**config.mk**
```make
export PLATFORM = sky130hd
export DESIGN_NAME = axd_code_regs
export DESIGN_NICKNAME = d
export VERILOG_FILES = /design/src/design/axd_pkg.sv /design/src/design/axd_code_regs.sv
export SDC_FILE = /design/constraint.sdc
export NUM_CORES = 1
export LEC_CHECK = 0
export BUFFER_PORTS_ARGS = -buffer_cell sky130_fd_sc_hd__buf_4
export CORE_MARGIN = 2
export CORE_UTILIZATION = 40
export DETAILED_ROUTE_END_ITERATION = 8
export HOLD_SLACK_MARGIN = 0.03
export PLACE_DENSITY = 0.7
export SETUP_SLACK_MARGIN = 0.2
export SYNTH_ARGS = -nofsm -noshare
export SYNTH_HDL_FRONTEND = slang
export SYNTH_SLANG_ARGS = --single-unit
```
**constraint.sdc**
```tcl
create_clock -name clk_i -period 6.8 [get_ports clk_i]
set_input_delay 0.68 -clock clk_i [delete_from_list [all_inputs] [get_ports clk_i]]
set_output_delay 0.68 -clock clk_i [all_outputs]
set_load 0.01 [all_outputs]
```
**src/design/axd_pkg.sv**
```systemverilog
// Purpose: Shared constants for the auxiliary converter code register bank
// Assumes: Registers sit on a 32-bit classic Wishbone bus, one word each
// Notes:   Register indices are the printed offsets; byte address is index * 4
package axd_pkg;

	localparam int unsigned NUM_CH      = 4;
	localparam int unsigned CODE_W      = 10;
	localparam int unsigned LOW_W       = 2;
	localparam int unsigned HIGH_W      = 8;
	localparam int unsigned REG_W       = 8;
	localparam int unsigned IDX_W       = 7;
	localparam int unsigned WMC_W       = 6;
	localparam int unsigned IDX_LSB     = 2;

	// Register indices (word addresses)
	localparam logic [6:0] IDX_WAVE_MEMORY_CONTROL = 7'h0c;
	localparam logic [6:0] IDX_DAC1_CODE_LOW       = 7'h18;
	localparam logic [6:0] IDX_DAC1_CODE_HIGH      = 7'h19;
	localparam logic [6:0] IDX_DAC2_CODE_LOW       = 7'h1a;
	localparam logic [6:0] IDX_DAC2_CODE_HIGH      = 7'h1b;
	localparam logic [6:0] IDX_DAC3_CODE_LOW       = 7'h1c;
	localparam logic [6:0] IDX_DAC3_CODE_HIGH      = 7'h1d;
	localparam logic [6:0] IDX_DAC4_CODE_LOW       = 7'h1e;
	localparam logic [6:0] IDX_DAC4_CODE_HIGH      = 7'h1f;

	// Code bank address form: 0011 + channel select + low/high select
	localparam logic [3:0] CODE_BANK_PREFIX = 4'h3;
	localparam int unsigned PREFIX_LSB      = 3;
	localparam int unsigned CHSEL_LSB       = 1;
	localparam int unsigned HL_BIT          = 0;

	// Field positions in wave_memory_control
	localparam int unsigned WMC_SRC_SEL_BIT = 0;

	// Reset values
	localparam logic [1:0] LOW_RST  = 2'h0;
	localparam logic [7:0] HIGH_RST = 8'h00;
	localparam logic [9:0] CODE_RST = 10'h000;
	localparam logic [5:0] WMC_RST  = 6'h00;

endpackage : axd_pkg

```
**src/design/axd_code_regs.sv**
```systemverilog
// Purpose: Auxiliary converter code registers behind a classic Wishbone slave
// Assumes: Wave memory sample comes from logic on clk_i
// Notes:   Ack follows a request by one cycle; writes land on the edge that ends ack
`timescale 1ns/1ps
`default_nettype none

// Behaviour
// [RQ1] Eight 8-bit RW registers, four channels
// [RQ2] Low write stores bits 1:0 only
// [RQ3] High write stores 7:0, loads converter
// [RQ4] Channel 1 load only when source select low
// [RQ5] Low bits kept across high writes
// [RQ6] Low reserved bits: host zero, read zero
// [RQ7] Low register reads return stored bits
// [RQ8] High register reads return stored bits
// [RQ9] Low even, high odd; pair-local update
// [RQ10] Address 0011, channel select, low/high bit
// [RQ11] Wave memory control: six bits, two reserved
// [RQ12] Channel 1 driven by wave memory when selected
// [RQ13] Converter loads all ten bits atomically
module axd_code_regs #(
	parameter int unsigned ADR_W = 32
) (
	input  wire logic                  clk_i,
	input  wire logic                  rst_i,
	input  wire logic [ADR_W-1:0]      wb_adr_i,
	input  wire logic [31:0]           wb_dat_i,
	output logic      [31:0]           wb_dat_o,
	input  wire logic                  wb_we_i,
	input  wire logic [3:0]            wb_sel_i,
	input  wire logic                  wb_cyc_i,
	input  wire logic                  wb_stb_i,
	output logic                       wb_ack_o,
	input  wire logic [9:0]            wave_memory_data_i,
	output logic      [39:0]           converter_code_o,
	output logic      [9:0]            converter1_drive_o,
	output logic      [5:0]            wave_memory_control_o
);

	// Elaboration checks: the fixed decode and packing below rely on these
	if (ADR_W < axd_pkg::IDX_W + axd_pkg::IDX_LSB) begin : g_chk_adr
		$error("axd_code_regs: ADR_W too small for the register index");
	end

	if (axd_pkg::NUM_CH != 4) begin : g_chk_ch
		$error("axd_code_regs: two channel select bits serve four channels");
	end

	if (axd_pkg::LOW_W + axd_pkg::HIGH_W != axd_pkg::CODE_W) begin : g_chk_split
		$error("axd_code_regs: low and high parts must make one code");
	end

	if (axd_pkg::LOW_W < 1) begin : g_chk_low_min
		$error("axd_code_regs: low part needs at least one bit");
	end

	if (axd_pkg::HIGH_W != axd_pkg::REG_W) begin : g_chk_high
		$error("axd_code_regs: high part must fill a register");
	end

	if (axd_pkg::LOW_W > axd_pkg::REG_W) begin : g_chk_low
		$error("axd_code_regs: low part wider than a register");
	end

	if (axd_pkg::WMC_W > axd_pkg::REG_W) begin : g_chk_wmc
		$error("axd_code_regs: control field wider than a register");
	end

	if (axd_pkg::REG_W > 32) begin : g_chk_bus
		$error("axd_code_regs: register wider than the bus");
	end

	if (axd_pkg::WMC_SRC_SEL_BIT >= axd_pkg::WMC_W) begin : g_chk_src
		$error("axd_code_regs: source select outside the control field");
	end

	if (axd_pkg::WMC_W != $bits(wave_memory_control_o)) begin : g_chk_wmc_port
		$error("axd_code_regs: control port width mismatch");
	end

	if (axd_pkg::CODE_W != $bits(converter1_drive_o)) begin : g_chk_drv_port
		$error("axd_code_regs: drive port width mismatch");
	end

	if (axd_pkg::CODE_W != $bits(wave_memory_data_i)) begin : g_chk_wave_port
		$error("axd_code_regs: wave sample width mismatch");
	end

	if (axd_pkg::CODE_W * axd_pkg::NUM_CH != $bits(converter_code_o)) begin : g_chk_code_port
		$error("axd_code_regs: converter code port width mismatch");
	end

	// Index layout: prefix, channel select, low/high bit
	if (axd_pkg::IDX_W != axd_pkg::PREFIX_LSB + $bits(axd_pkg::CODE_BANK_PREFIX)) begin : g_chk_pfx
		$error("axd_code_regs: prefix does not reach the index top");
	end

	if (axd_pkg::CHSEL_LSB != axd_pkg::HL_BIT + 1) begin : g_chk_hl
		$error("axd_code_regs: channel select must sit above the half bit");
	end

	if (axd_pkg::PREFIX_LSB != axd_pkg::CHSEL_LSB + $clog2(axd_pkg::NUM_CH)) begin : g_chk_chsel
		$error("axd_code_regs: channel select must sit below the prefix");
	end

	if ($bits(axd_pkg::LOW_RST) != axd_pkg::LOW_W) begin : g_chk_low_rst
		$error("axd_code_regs: low reset value width mismatch");
	end

	if ($bits(axd_pkg::HIGH_RST) != axd_pkg::HIGH_W) begin : g_chk_high_rst
		$error("axd_code_regs: high reset value width mismatch");
	end

	if ($bits(axd_pkg::CODE_RST) != axd_pkg::CODE_W) begin : g_chk_code_rst
		$error("axd_code_regs: code reset value width mismatch");
	end

	if ($bits(axd_pkg::WMC_RST) != axd_pkg::WMC_W) begin : g_chk_wmc_rst
		$error("axd_code_regs: control reset value width mismatch");
	end

	// Register table must agree with the decode above
	if (axd_pkg::IDX_DAC1_CODE_LOW != {axd_pkg::CODE_BANK_PREFIX, 2'h0, 1'b0}) begin : g_chk_r0
		$error("axd_code_regs: channel 1 low index off the bank form");
	end

	if (axd_pkg::IDX_DAC1_CODE_HIGH != {axd_pkg::CODE_BANK_PREFIX, 2'h0, 1'b1}) begin : g_chk_r1
		$error("axd_code_regs: channel 1 high index off the bank form");
	end

	if (axd_pkg::IDX_DAC2_CODE_LOW != {axd_pkg::CODE_BANK_PREFIX, 2'h1, 1'b0}) begin : g_chk_r2
		$error("axd_code_regs: channel 2 low index off the bank form");
	end

	if (axd_pkg::IDX_DAC2_CODE_HIGH != {axd_pkg::CODE_BANK_PREFIX, 2'h1, 1'b1}) begin : g_chk_r3
		$error("axd_code_regs: channel 2 high index off the bank form");
	end

	if (axd_pkg::IDX_DAC3_CODE_LOW != {axd_pkg::CODE_BANK_PREFIX, 2'h2, 1'b0}) begin : g_chk_r4
		$error("axd_code_regs: channel 3 low index off the bank form");
	end

	if (axd_pkg::IDX_DAC3_CODE_HIGH != {axd_pkg::CODE_BANK_PREFIX, 2'h2, 1'b1}) begin : g_chk_r5
		$error("axd_code_regs: channel 3 high index off the bank form");
	end

	if (axd_pkg::IDX_DAC4_CODE_LOW != {axd_pkg::CODE_BANK_PREFIX, 2'h3, 1'b0}) begin : g_chk_r6
		$error("axd_code_regs: channel 4 low index off the bank form");
	end

	if (axd_pkg::IDX_DAC4_CODE_HIGH != {axd_pkg::CODE_BANK_PREFIX, 2'h3, 1'b1}) begin : g_chk_r7
		$error("axd_code_regs: channel 4 high index off the bank form");
	end

	if (axd_pkg::IDX_WAVE_MEMORY_CONTROL[6:3] == axd_pkg::CODE_BANK_PREFIX) begin : g_chk_ctl
		$error("axd_code_regs: control register falls inside the bank");
	end

	logic                      ack_q;
	logic [7:0]                rdat_q;
	logic [5:0]                wmc_q;
	logic [9:0]                drive_q;
	logic [1:0]                low_q   [axd_pkg::NUM_CH];
	logic [7:0]                high_q  [axd_pkg::NUM_CH];
	logic [9:0]                code_q  [axd_pkg::NUM_CH];
	logic [7:0]                low_rd  [axd_pkg::NUM_CH];
	logic [7:0]                high_rd [axd_pkg::NUM_CH];

	wire logic                 req     = wb_cyc_i & wb_stb_i;
	wire logic [6:0]           idx     = wb_adr_i[axd_pkg::IDX_LSB +: axd_pkg::IDX_W];
	wire logic                 upper_z;
	wire logic                 in_bank;
	wire logic                 is_wmc;
	wire logic [1:0]           chsel   = idx[axd_pkg::CHSEL_LSB +: 2];
	wire logic                 hi_sel  = idx[axd_pkg::HL_BIT];
	wire logic                 wr_go   = req & ack_q & wb_we_i & wb_sel_i[0];
	wire logic                 src_sel = wmc_q[axd_pkg::WMC_SRC_SEL_BIT];
	logic      [7:0]           rd_mux;

	generate
		if (ADR_W > axd_pkg::IDX_W + axd_pkg::IDX_LSB) begin : g_up
			assign upper_z = ~|wb_adr_i[ADR_W-1:axd_pkg::IDX_W + axd_pkg::IDX_LSB];
		end else begin : g_noup
			assign upper_z = 1'b1;
		end
	endgenerate

	// Bank decode on the 0011 prefix; channel and half come from the low bits
	assign in_bank = upper_z
		& (idx[6:axd_pkg::PREFIX_LSB] == axd_pkg::CODE_BANK_PREFIX); // [RQ10] [RQ1]
	assign is_wmc  = upper_z & (idx == axd_pkg::IDX_WAVE_MEMORY_CONTROL);

	// Read selection; reserved bits read as zero
	always_comb begin
		rd_mux = 8'h00;
		if (in_bank && hi_sel) begin
			rd_mux = high_rd[chsel]; // [RQ8] [RQ9]
		end else if (in_bank) begin
			rd_mux = low_rd[chsel]; // [RQ7] [RQ6]
		end else if (is_wmc) begin
			rd_mux = {{(axd_pkg::REG_W - axd_pkg::WMC_W){1'b0}}, wmc_q}; // [RQ11]
		end
	end

	// Bus answer: one wait cycle, then ack for one cycle
	always_ff @(posedge clk_i) begin
		if (rst_i) begin
			ack_q <= 1'b0;
		end else begin
			ack_q <= req & ~ack_q;
		end
	end

	// Read data taken on the edge that raises ack, so it stands while ack is high
	always_ff @(posedge clk_i) begin
		if (rst_i) begin
			rdat_q <= 8'h00;
		end else begin
			rdat_q <= rd_mux;
		end
	end

	always_ff @(posedge clk_i) begin
		if (rst_i) begin
			wmc_q <= axd_pkg::WMC_RST;
		end else if (wr_go && is_wmc) begin
			wmc_q <= wb_dat_i[axd_pkg::WMC_W-1:0]; // [RQ11]
		end
	end

	genvar ch;
	generate
		for (ch = 0; ch < axd_pkg::NUM_CH; ch++) begin : g_ch
			wire logic hit_lo = wr_go & in_bank & ~hi_sel & (chsel == 2'(ch)); // [RQ9]
			wire logic hit_hi = wr_go & in_bank & hi_sel & (chsel == 2'(ch)); // [RQ9]
			wire logic load   = hit_hi & ((ch != 0) | ~src_sel); // [RQ4]

			always_ff @(posedge clk_i) begin
				if (rst_i) begin
					low_q[ch] <= axd_pkg::LOW_RST;
				end else if (hit_lo) begin
					low_q[ch] <= wb_dat_i[axd_pkg::LOW_W-1:0]; // [RQ2] [RQ5]
				end
			end

			always_ff @(posedge clk_i) begin
				if (rst_i) begin
					high_q[ch] <= axd_pkg::HIGH_RST;
				end else if (hit_hi) begin
					high_q[ch] <= wb_dat_i[axd_pkg::HIGH_W-1:0]; // [RQ3]
				end
			end

			// New high byte merged with held low bits in one load
			always_ff @(posedge clk_i) begin
				if (rst_i) begin
					code_q[ch] <= axd_pkg::CODE_RST;
				end else if (load) begin
					code_q[ch] <= {wb_dat_i[axd_pkg::HIGH_W-1:0], low_q[ch]}; // [RQ3] [RQ13]
				end
			end

			// Read taps; reserved low bits read as zero
			assign low_rd[ch]  = {{(axd_pkg::REG_W - axd_pkg::LOW_W){1'b0}}, low_q[ch]}; // [RQ6]
			assign high_rd[ch] = high_q[ch];

			assign converter_code_o[ch*axd_pkg::CODE_W +: axd_pkg::CODE_W] = code_q[ch];
		end
	endgenerate

	// Channel 1 source: wave memory or its code register
	always_ff @(posedge clk_i) begin
		if (rst_i) begin
			drive_q <= axd_pkg::CODE_RST;
		end else begin
			drive_q <= src_sel ? wave_memory_data_i : code_q[0]; // [RQ12]
		end
	end

	assign wb_ack_o              = ack_q;
	assign wb_dat_o              = {{(32 - axd_pkg::REG_W){1'b0}}, rdat_q};
	assign wave_memory_control_o = wmc_q;
	assign converter1_drive_o    = drive_q;

endmodule // axd_code_regs

`default_nettype wire

```
## Yosys cells after proc, flatten, opt, wreduce, memory -nomap -nowiden

Memories as Yosys holds them, arrays and structs flattened.
Index checks and enable logic that the tools add are counted.

- Word-level logic and storage cells: 104
- Memories kept: 3
- Input bits: 83
- Memory bits (writable): 80
- Register bits: 25

Memories:

| memory | depth | bits a word | read ports | clocked after Yosys merged registers in | wr ports | RTL line | RTL |
|---|---|---|---|---|---|---|---|
| code_q | 4 | 10 | 4 | 0 | 4 | axd_code_regs.sv:165 | `logic [9:0] code_q [axd_pkg::NUM_CH];` |
| high_q | 4 | 8 | 4 | 0 | 4 | axd_code_regs.sv:164 | `logic [7:0] high_q [axd_pkg::NUM_CH];` |
| low_q | 4 | 2 | 4 | 0 | 4 | axd_code_regs.sv:163 | `logic [1:0] low_q [axd_pkg::NUM_CH];` |

- $lt $le $gt $ge: 1
- Reduce and logical (&&, ||, !) cells: 5
- Bitwise logic cells: 35
- Multiplexer cells: 51
- Eq/ne operators: 5

Operators with widths:

| operator | count |
|---|---|
| $mux W8 | 10 |
| $mux W10 | 5 |
| $bmux W8 S2 | 2 |
| $mux W1 | 29 |
| $reduce_or A23 Y1 | 1 |
| $and A1 B1 Y1 | 19 |
| $or A1 B1 Y1 | 12 |
| $mux W2 | 4 |
| $eq A7 B4 Y1 const B | 1 |
| $mux W6 | 1 |
| $eq A2 B2 Y1 const B | 2 |
| $eq A4 B2 Y1 const B | 1 |
| $ge A3 B3 Y1 const B | 1 |
| $not A1 Y1 | 3 |
| $not A2 Y3 | 1 |
| $eq A2 B1 Y1 const B | 1 |
| $logic_and A1 B1 Y1 | 2 |
| $logic_not A2 Y1 | 1 |
| $logic_not A1 Y1 | 1 |

## Logic depth before layout (Yosys ltp)

Gate-level depths: netlist of run 1.

- Depth after elaboration: 12
- Gate-level depth with buffers: 6

## Worst setup path before layout of run 1

Ideal clock, no wire load.

- Path kind: input to register
- Start: input port wb_adr_i[3]
- End: memory code_q[0][0] (enable)
- Path slack: 3853 ps
- Path buffers: 3
- Stages: 6
- Arrival: 2557 ps
- Cell sequence: buf_6 -> clkbuf_1 -> clkbuf_1 -> nor3_2 -> nand2_1 -> o21ai_0

RTL lines:

| element | RTL line | RTL |
|---|---|---|
| start, declared | axd_code_regs.sv:26 | `input wire logic [ADR_W-1:0] wb_adr_i,` |
| end, declared | axd_code_regs.sv:165 |  |

==> summary.txt, run 1 <==
Synth
  • Synth Instances: 314
  • Yosys reg bits: about 80
  • Top cells by count, synth: edfxtp_1, and3_1, buf_4
  • Largest family of logic cells by synthesized area: simple AND/OR/NAND/NOR gates
  • Netlist cell types: 41
  • Complex-gate fraction of the synthesized area: 0.0463
  • Proportion of synthesized area in mux cells: 0.101
  • Ys Warns: 0
  • Syn avg cell area: 12.1 um2
  • Post-Syn Area: between 3000 and 4000 um2
  • Post-synthesis adder-cell area fraction: 0
  • Ranking of synthesized cells by area: edfxtp_1, dfxtp_1, and3_1
  • Synth Flop Type: edfxtp_1
  • Dominant cell type by area after synthesis: edfxtp_1
  • Sequential share of the synthesized area: 0.572
  • Asr flop ratio synth: 0
  • Simple-gate area share of the yosys netlist: 0.190
  • Dominant cell by count in the synthesized netlist: edfxtp_1
  • Yosys top cell area share: 0.441
  • XOR/XNOR share of the synthesized area: 0
  • EDFF count, synth: 56

Worst setup path
  • Worst reg2reg endpoint: code_q[1][15]
  • Crit. End Element: register
  • CP required: 6.77 ns
  • Max Fanout on Critical Path: 23
  • Reg2reg start: wb_ack_o
  • Reg2Reg Depth: 4
  • Worst Setup SP: wb_adr_i[6]
  • Critical Path AT: around 3.2 ns
  • Setup crit end: code_q[1][15]
  • CP startpoint kind: input port
  • R2R Setup Slk: 4.05 ns
  • Critical path type: in2reg

Detailed routing
  • Antenna Violating Nets Remaining: 0
  • Initial DRT Pass Iterations: 4
  • DRC Markers: 0
  • Top Metal Used: met4
  • Routed length on met3: roughly 630 um
  • Final WL: 9740 um
  • Wire per inst: approximately 18 um
  • DRT iter0 DRCs: about 260
  • Routed via count: ~2800
  • Metal2 WL: just over 5000 um
  • Post-Route M1 WL: ~4000 um
  • Vias per cell: approximately 5

STA
  • Clock skew: between 0.01 and 0.015 ns
  • Final setup TNS: 0 ns
  • Pin slew with the least headroom to its limit: ~1.3 ns
  • Final hold vios: 0
  • Fmax: between 300 and 400 MHz
  • Minimum hold slack: roughly 0.46 ns
  • Final setup viols: 0
  • Final period utilization: 0.477
  • Relative slew slack: 0.154
  • Max Transition Viols Final: 0
  • Final critical-path required period: about 3.2 ns
  • RSZ-0062 raised after global routing: false

Placed design
  • Port-buffer cells: between 100 and 150
  • Placed wire-length estimate: approximately 7000 um
  • GP Congestion: approximately 0.86
  • Post-placement cell count: 533

Clock tree
  • Post-CTS Setup Repair Bufs: 0
  • Clock Tree Buf Depth: 2
  • H-tree depth: 3
  • Worst-Skew Late Latency: between 0.3 and 0.4 ns
  • Cts hold-fix bufs: 0
  • Clock slew at reported path FFs: around 0.08 ns
  • Resized cells post-CTS: 0
  • Clk root buf: clkbuf_8
  • Clk sinks: just over 80
  • TritonCTS Buffers: 9
  • CTS tree: done

Global route
  • Initial antenna violation count: 0
  • Vias in the first global route: 2619
  • Largest net degree at the start of global routing: 43
  • First-pass GRT wire length: approximately 14000 um
  • GRT Residual Overflow: 0
  • Global-route usage over all layers: 0.184

Floorplan
  • Row cnt: 35
  • Core area: 9240 um2
  • Die width: 102 um
  • Top-Level Pins: around 170
  • Initial Util: 0.413
  • Die area: around 10000 um2
  • Die Y-Extent: a little over 100 um

Cells and area
  • ANT cells: 0
  • Layout Cells excl Fill: around 550
  • Area Overhead vs Synth: 27.9%
  • Final nets: 498
  • Layout cells sized above 1: 0.338

Power and ir drop
  • Total power: about 0.0011 W
  • P per Cell Area: between 200 and 250 nW/um2
  • LEAKAGE: around 2.1 nW
  • Maximum vdd drop: between 0.1 and 0.15 mV

Hold path
  • Worst Hold Class: reg2reg

Run
  • Max-Cap Viols: 0

Run status
  • Status: finished clean
-- how the worst min path moves through the flow --
stage,start,to,depth (start not counted)
after CTS,wb_ack_o,wb_ack_o,1
after floorplan,wb_ack_o,wb_ack_o,1
after global routing,wb_ack_o,wb_ack_o,1
after detailed placement,wb_ack_o,wb_ack_o,1
final,wb_ack_o,wb_ack_o,1
after global placement,wb_ack_o,wb_ack_o,1
-- area by class of cell --
class                      count  area, um2
tap                          129        161
clock buffer                  13        180
fill                         788       4360
inverter                       4       15.0
sequential                    81       2180
timing repair buffer         119        893
clock inverter                 3       68.8
multi-input combinational    200       1380
-- report_power, final --
part	switching, W	internal (W)
registers	0.00000626	0.000538
clock network	0.000172	0.000250
logic	0.0000543	0.0000453
total	0.000233	0.000833
-- critical path: stages --
cell,delay (ns)
buf_4,0.11
nor4bb_1,0.39
and3_1,0.27
nand3_1,0.61
o21ai_1,1.14
-- layer usage --
| metal | GRT usage | up-vias |
|---|---|---|
| li1 | - | 1331 |
| met1 | 0.242 | 1357 |
| met2 | 0.301 | 119 |
| met3 | 0.0442 | 11 |
| met4 | 0.0551 | 0 |
| met5 | 0 | - |
-- kinds of logic (layout without fill, tap and decap cells) --
kind of cell           Yosys count  in the layout
buffers and inverters           56            139
AO/OA/AOI/OAI                   21             21
AND/OR/NAND/NOR                131            131
multiplexers                    24             24
flip-flops                      81             81
other                            1             24
-- cells in the final DEF, fill, tap and decap left out, types with 3 or more instances in the layout --
cell	count
a32o_1	4
a41o_1	3
and3_1	42
buf_4	119
clkbuf_8	11
conb_1	24
dfxtp_1	25
edfxtp_1	56
inv_1	3
mux2i_1	14
mux4_1	5
mux4_2	5
nand2_1	17
nand3_1	13
nor2_1	24
nor3_1	11
nor4_1	7
nor4b_1	4
-- per-stage QoR --
stage          utilization  worst slack [ns]  cell area [um2]
3_3_place_gp         0.501              3.27             4630
4_1_cts              0.528              3.60             4880
2_1_floorplan            -              3.85             3900
3_5_place_dp         0.501              3.25             4630
6_report             0.528              3.56             4880
5_1_grt              0.528              3.42             4880
-- sequential cells by signal (all words and copies together) (netlist names) --
register               cells
high_q                     8
wave_memory_control_o      6
code_q                    40
rdat_q                     8
wb_ack_o                   1
low_q                      8
converter1_drive_o        10
Note: power is estimated with default switching activity, not from simulation.
==> run 2: changes to the inputs <==
Settings changed: ABC_AREA from default to 1, PLACE_DENSITY 0.7 to 0.73.
Clock period 6.8 ns to 2.9 ns, I/O delays scaled along.
==> run 2 against run 1 <==
  * Sequential share of layout area up 0.60 points
  * Design area down 1.3%
  * Largest cell class unchanged
  * Cell count grew 13%
  * Die area is 2.3% lower
  * Worst hold slack lost 0.35 ns
  * Total power grew 120%
  * Register-to-register slack got worse by 2.9 ns
  * Non-clock buffer count is 6 higher
==> summary.txt, run 2 <==
Run status
  • Status: finished clean

Worst setup path
  • CP required: between 2 and 3 ns
  • Reg2Reg Depth: 5
  • Critical Path AT: 1.80 ns
  • R2R Setup Slk: roughly 1.2 ns
  • Max Fanout on Critical Path: 10
  • Reg2reg start: wb_ack_o
  • Worst Setup SP: wb_ack_o
  • Worst reg2reg endpoint: code_q[0][13]
  • Crit. End Element: register
  • Critical path type: reg2reg
  • CP startpoint kind: register

STA
  • Final hold vios: 0
  • Final setup viols: 0
  • Clock skew: approximately 0.0065 ns
  • Final period utilization: 0.602
  • Max Transition Viols Final: 0
  • Relative slew slack: 0.586
  • Pin slew with the least headroom to its limit: slightly above 0.6 ns
  • Final setup TNS: 0 ns
  • RSZ-0062 raised after global routing: false
  • Fmax: between 500 and 600 MHz
  • Final critical-path required period: between 1.5 and 2 ns

Floorplan
  • Row cnt: 35
  • Core area: approximately 9200 um2
  • Die area: between 10000 and 15000 um2
  • Initial Util: 0.407
  • Die Y-Extent: around 100 um
  • Top-Level Pins: between 150 and 200
  • Die width: ~100 um

Synth
  • Asr flop ratio synth: 0
  • Synth Instances: 384
  • Ys Warns: 0
  • Dominant cell type by area after synthesis: edfxtp_1
  • Post-Syn Area: roughly 3700 um2
  • Syn avg cell area: between 9 and 10 um2
  • Netlist cell types: 32
  • Top cells by count, synth: nor2_1, edfxtp_1, inv_1, nand2_1, buf_4
  • Yosys top cell area share: 0.452
  • EDFF count, synth: 56
  • Synth Flop Type: edfxtp_1
  • Sequential share of the synthesized area: 0.586
  • Ranking of synthesized cells by area: edfxtp_1, dfxtp_1, nor2_1
  • Yosys reg bits: 81
  • Dominant cell by count in the synthesized netlist: nor2_1

Clock tree
  • CTS tree: done
  • H-tree depth: 3
  • TritonCTS Buffers: 9
  • Post-CTS Setup Repair Bufs: 0
  • Cts hold-fix bufs: 0
  • Worst-Skew Late Latency: between 0.3 and 0.4 ns
  • Clock Tree Buf Depth: 2
  • Resized cells post-CTS: 0
  • Clock slew at reported path FFs: 0.08 ns
  • Clk root buf: clkbuf_8
  • Clk sinks: slightly above 80

Cells and area
  • Top reg by flops: code_q
  • Final nets: between 500 and 600
  • Layout cells sized above 1: 0.310
  • Leading cell types in the layout, fill and taps excluded: buf_4, nor2_1, edfxtp_1
  • Number of fill cells: 827
  • Commonest non-fill, non-tap cell in the layout: buf_4
  • Area Overhead vs Synth: 29.3%
  • Max reg flops: 40
  • ANT cells: 0
  • Core Util, Final: 0.526

Placed design
  • Placed wire-length estimate: 6830 um
  • GP Congestion: between 0.8 and 0.9
  • Port-buffer cells: around 120

Power and ir drop
  • Total power: 0.00234 W
  • P per Cell Area: 486 nW/um2
  • Maximum vdd drop: 0.263 mV
  • LEAKAGE: roughly 2.2 nW

Hold path
  • Hold path start: rst_i
  • Hold path depth: 2
  • Worst Hold Class: in2reg
  • Worst Hold End: wb_ack_o

Run
  • Max-Cap Viols: 0

Global route
  • GRT Residual Overflow: 0
  • Global-route usage over all layers: 0.179
  • Largest net degree at the start of global routing: 44
  • Vias in the first global route: between 2000 and 3000
  • First-pass GRT wire length: 13700 um
  • Initial antenna violation count: 0

Detailed routing
  • DRT iter0 DRCs: between 200 and 250
  • Final WL: 9030 um
  • Initial DRT Pass Iterations: 5
  • Routed via count: roughly 3000
  • DRC Markers: 0
  • Vias per cell: ~4.9
  • Antenna Violating Nets Remaining: 0
  • Wire per inst: about 15 um
==> run 2: changes by cell type in the layout (fill, tap and decap cells not counted), sizes merged, moves of 6 or more <==
cell,before,now
a21oi,2,8
nand2,17,40
nor2,24,99
nor3,13,2
buf,119,125
o21ai,2,34
a22oi,0,9
inv,3,37
and3,42,1
mux4,10,0
mux2i,14,0
nor4,7,1
==> run 2: stage by stage <==
step           setup WS (ns)  cells  instance area (um2)  hold slack [ns]
4_1_cts                 1.15    618                 4810           0.0864
3_3_place_gp           0.859    602                 4600            0.436
2_1_floorplan          0.740    407                 3810            0.367
6_report                1.15    618                 4810            0.106
5_1_grt                 1.01    618                 4810           0.0879
3_5_place_dp           0.823    602                 4600            0.445
==> run 2: how the worst max path moves through the flow <==
stage | slack (ns) | to | cells after the start
6_report | 1.15 | code_q[0][13] | 5
5_1_grt | 1.01 | code_q[0][19] | 5
4_1_cts | 1.15 | code_q[0][19] | 5
3_5_place_dp | 0.82 | code_q[0][2] | 9
3_3_place_gp | 0.86 | code_q[0][0] | 11
2_1_floorplan | 0.74 | code_q[0][10] | 4
==> run 2: critical path, stage by stage, from the launching register on <==
cell and delay (ns):
dfxtp_1 0.36, nand3_1 0.13, nor2_4 0.32, nand4_2 0.22, o21ai_0 0.21, buf_4 0.22
==> run 2: logic make-up after synthesis <==
group           count (synthesis)  synth area share
simple gates                  163             0.208
buf+inv                        82             0.118
flops                          81             0.586
compound gates                 57            0.0874
other cells                     1           0.00101
==> run 2: layout make-up <==
| class | instances | area [um2] | share of cell area |
|---|---|---|---|
| sequential | 81 | 2180 | 0.453 |
| multi-input combinational | 244 | 1190 | 0.247 |
| timing repair buffer | 125 | 938 | 0.195 |
| clock buffer | 13 | 191 | 0.0398 |
| inverter | 41 | 154 | 0.0320 |
| tap | 111 | 139 | 0.0289 |
| clock inverter | 3 | 18.8 | 0.00390 |
==> run 2: per-layer routing <==
metal  GRT usage  vias up  wire [um]  part of all wire
met2       0.314      143       4630              0.51
met3      0.0492       16        772             0.085
met1       0.212     1413       3450              0.38
met4      0.0622        0        180             0.020
li1            -     1453          -                 -
met5           0        -          0                 0
==> run 2: where the power goes <==
group / switching, W / internal [W] / leakage, nW
Clock: 0.000405 / 0.000438 / 0.110
Sequential: 0.0000155 / 0.00126 / 0.785
Combinational: 0.000123 / 0.0000970 / 1.30
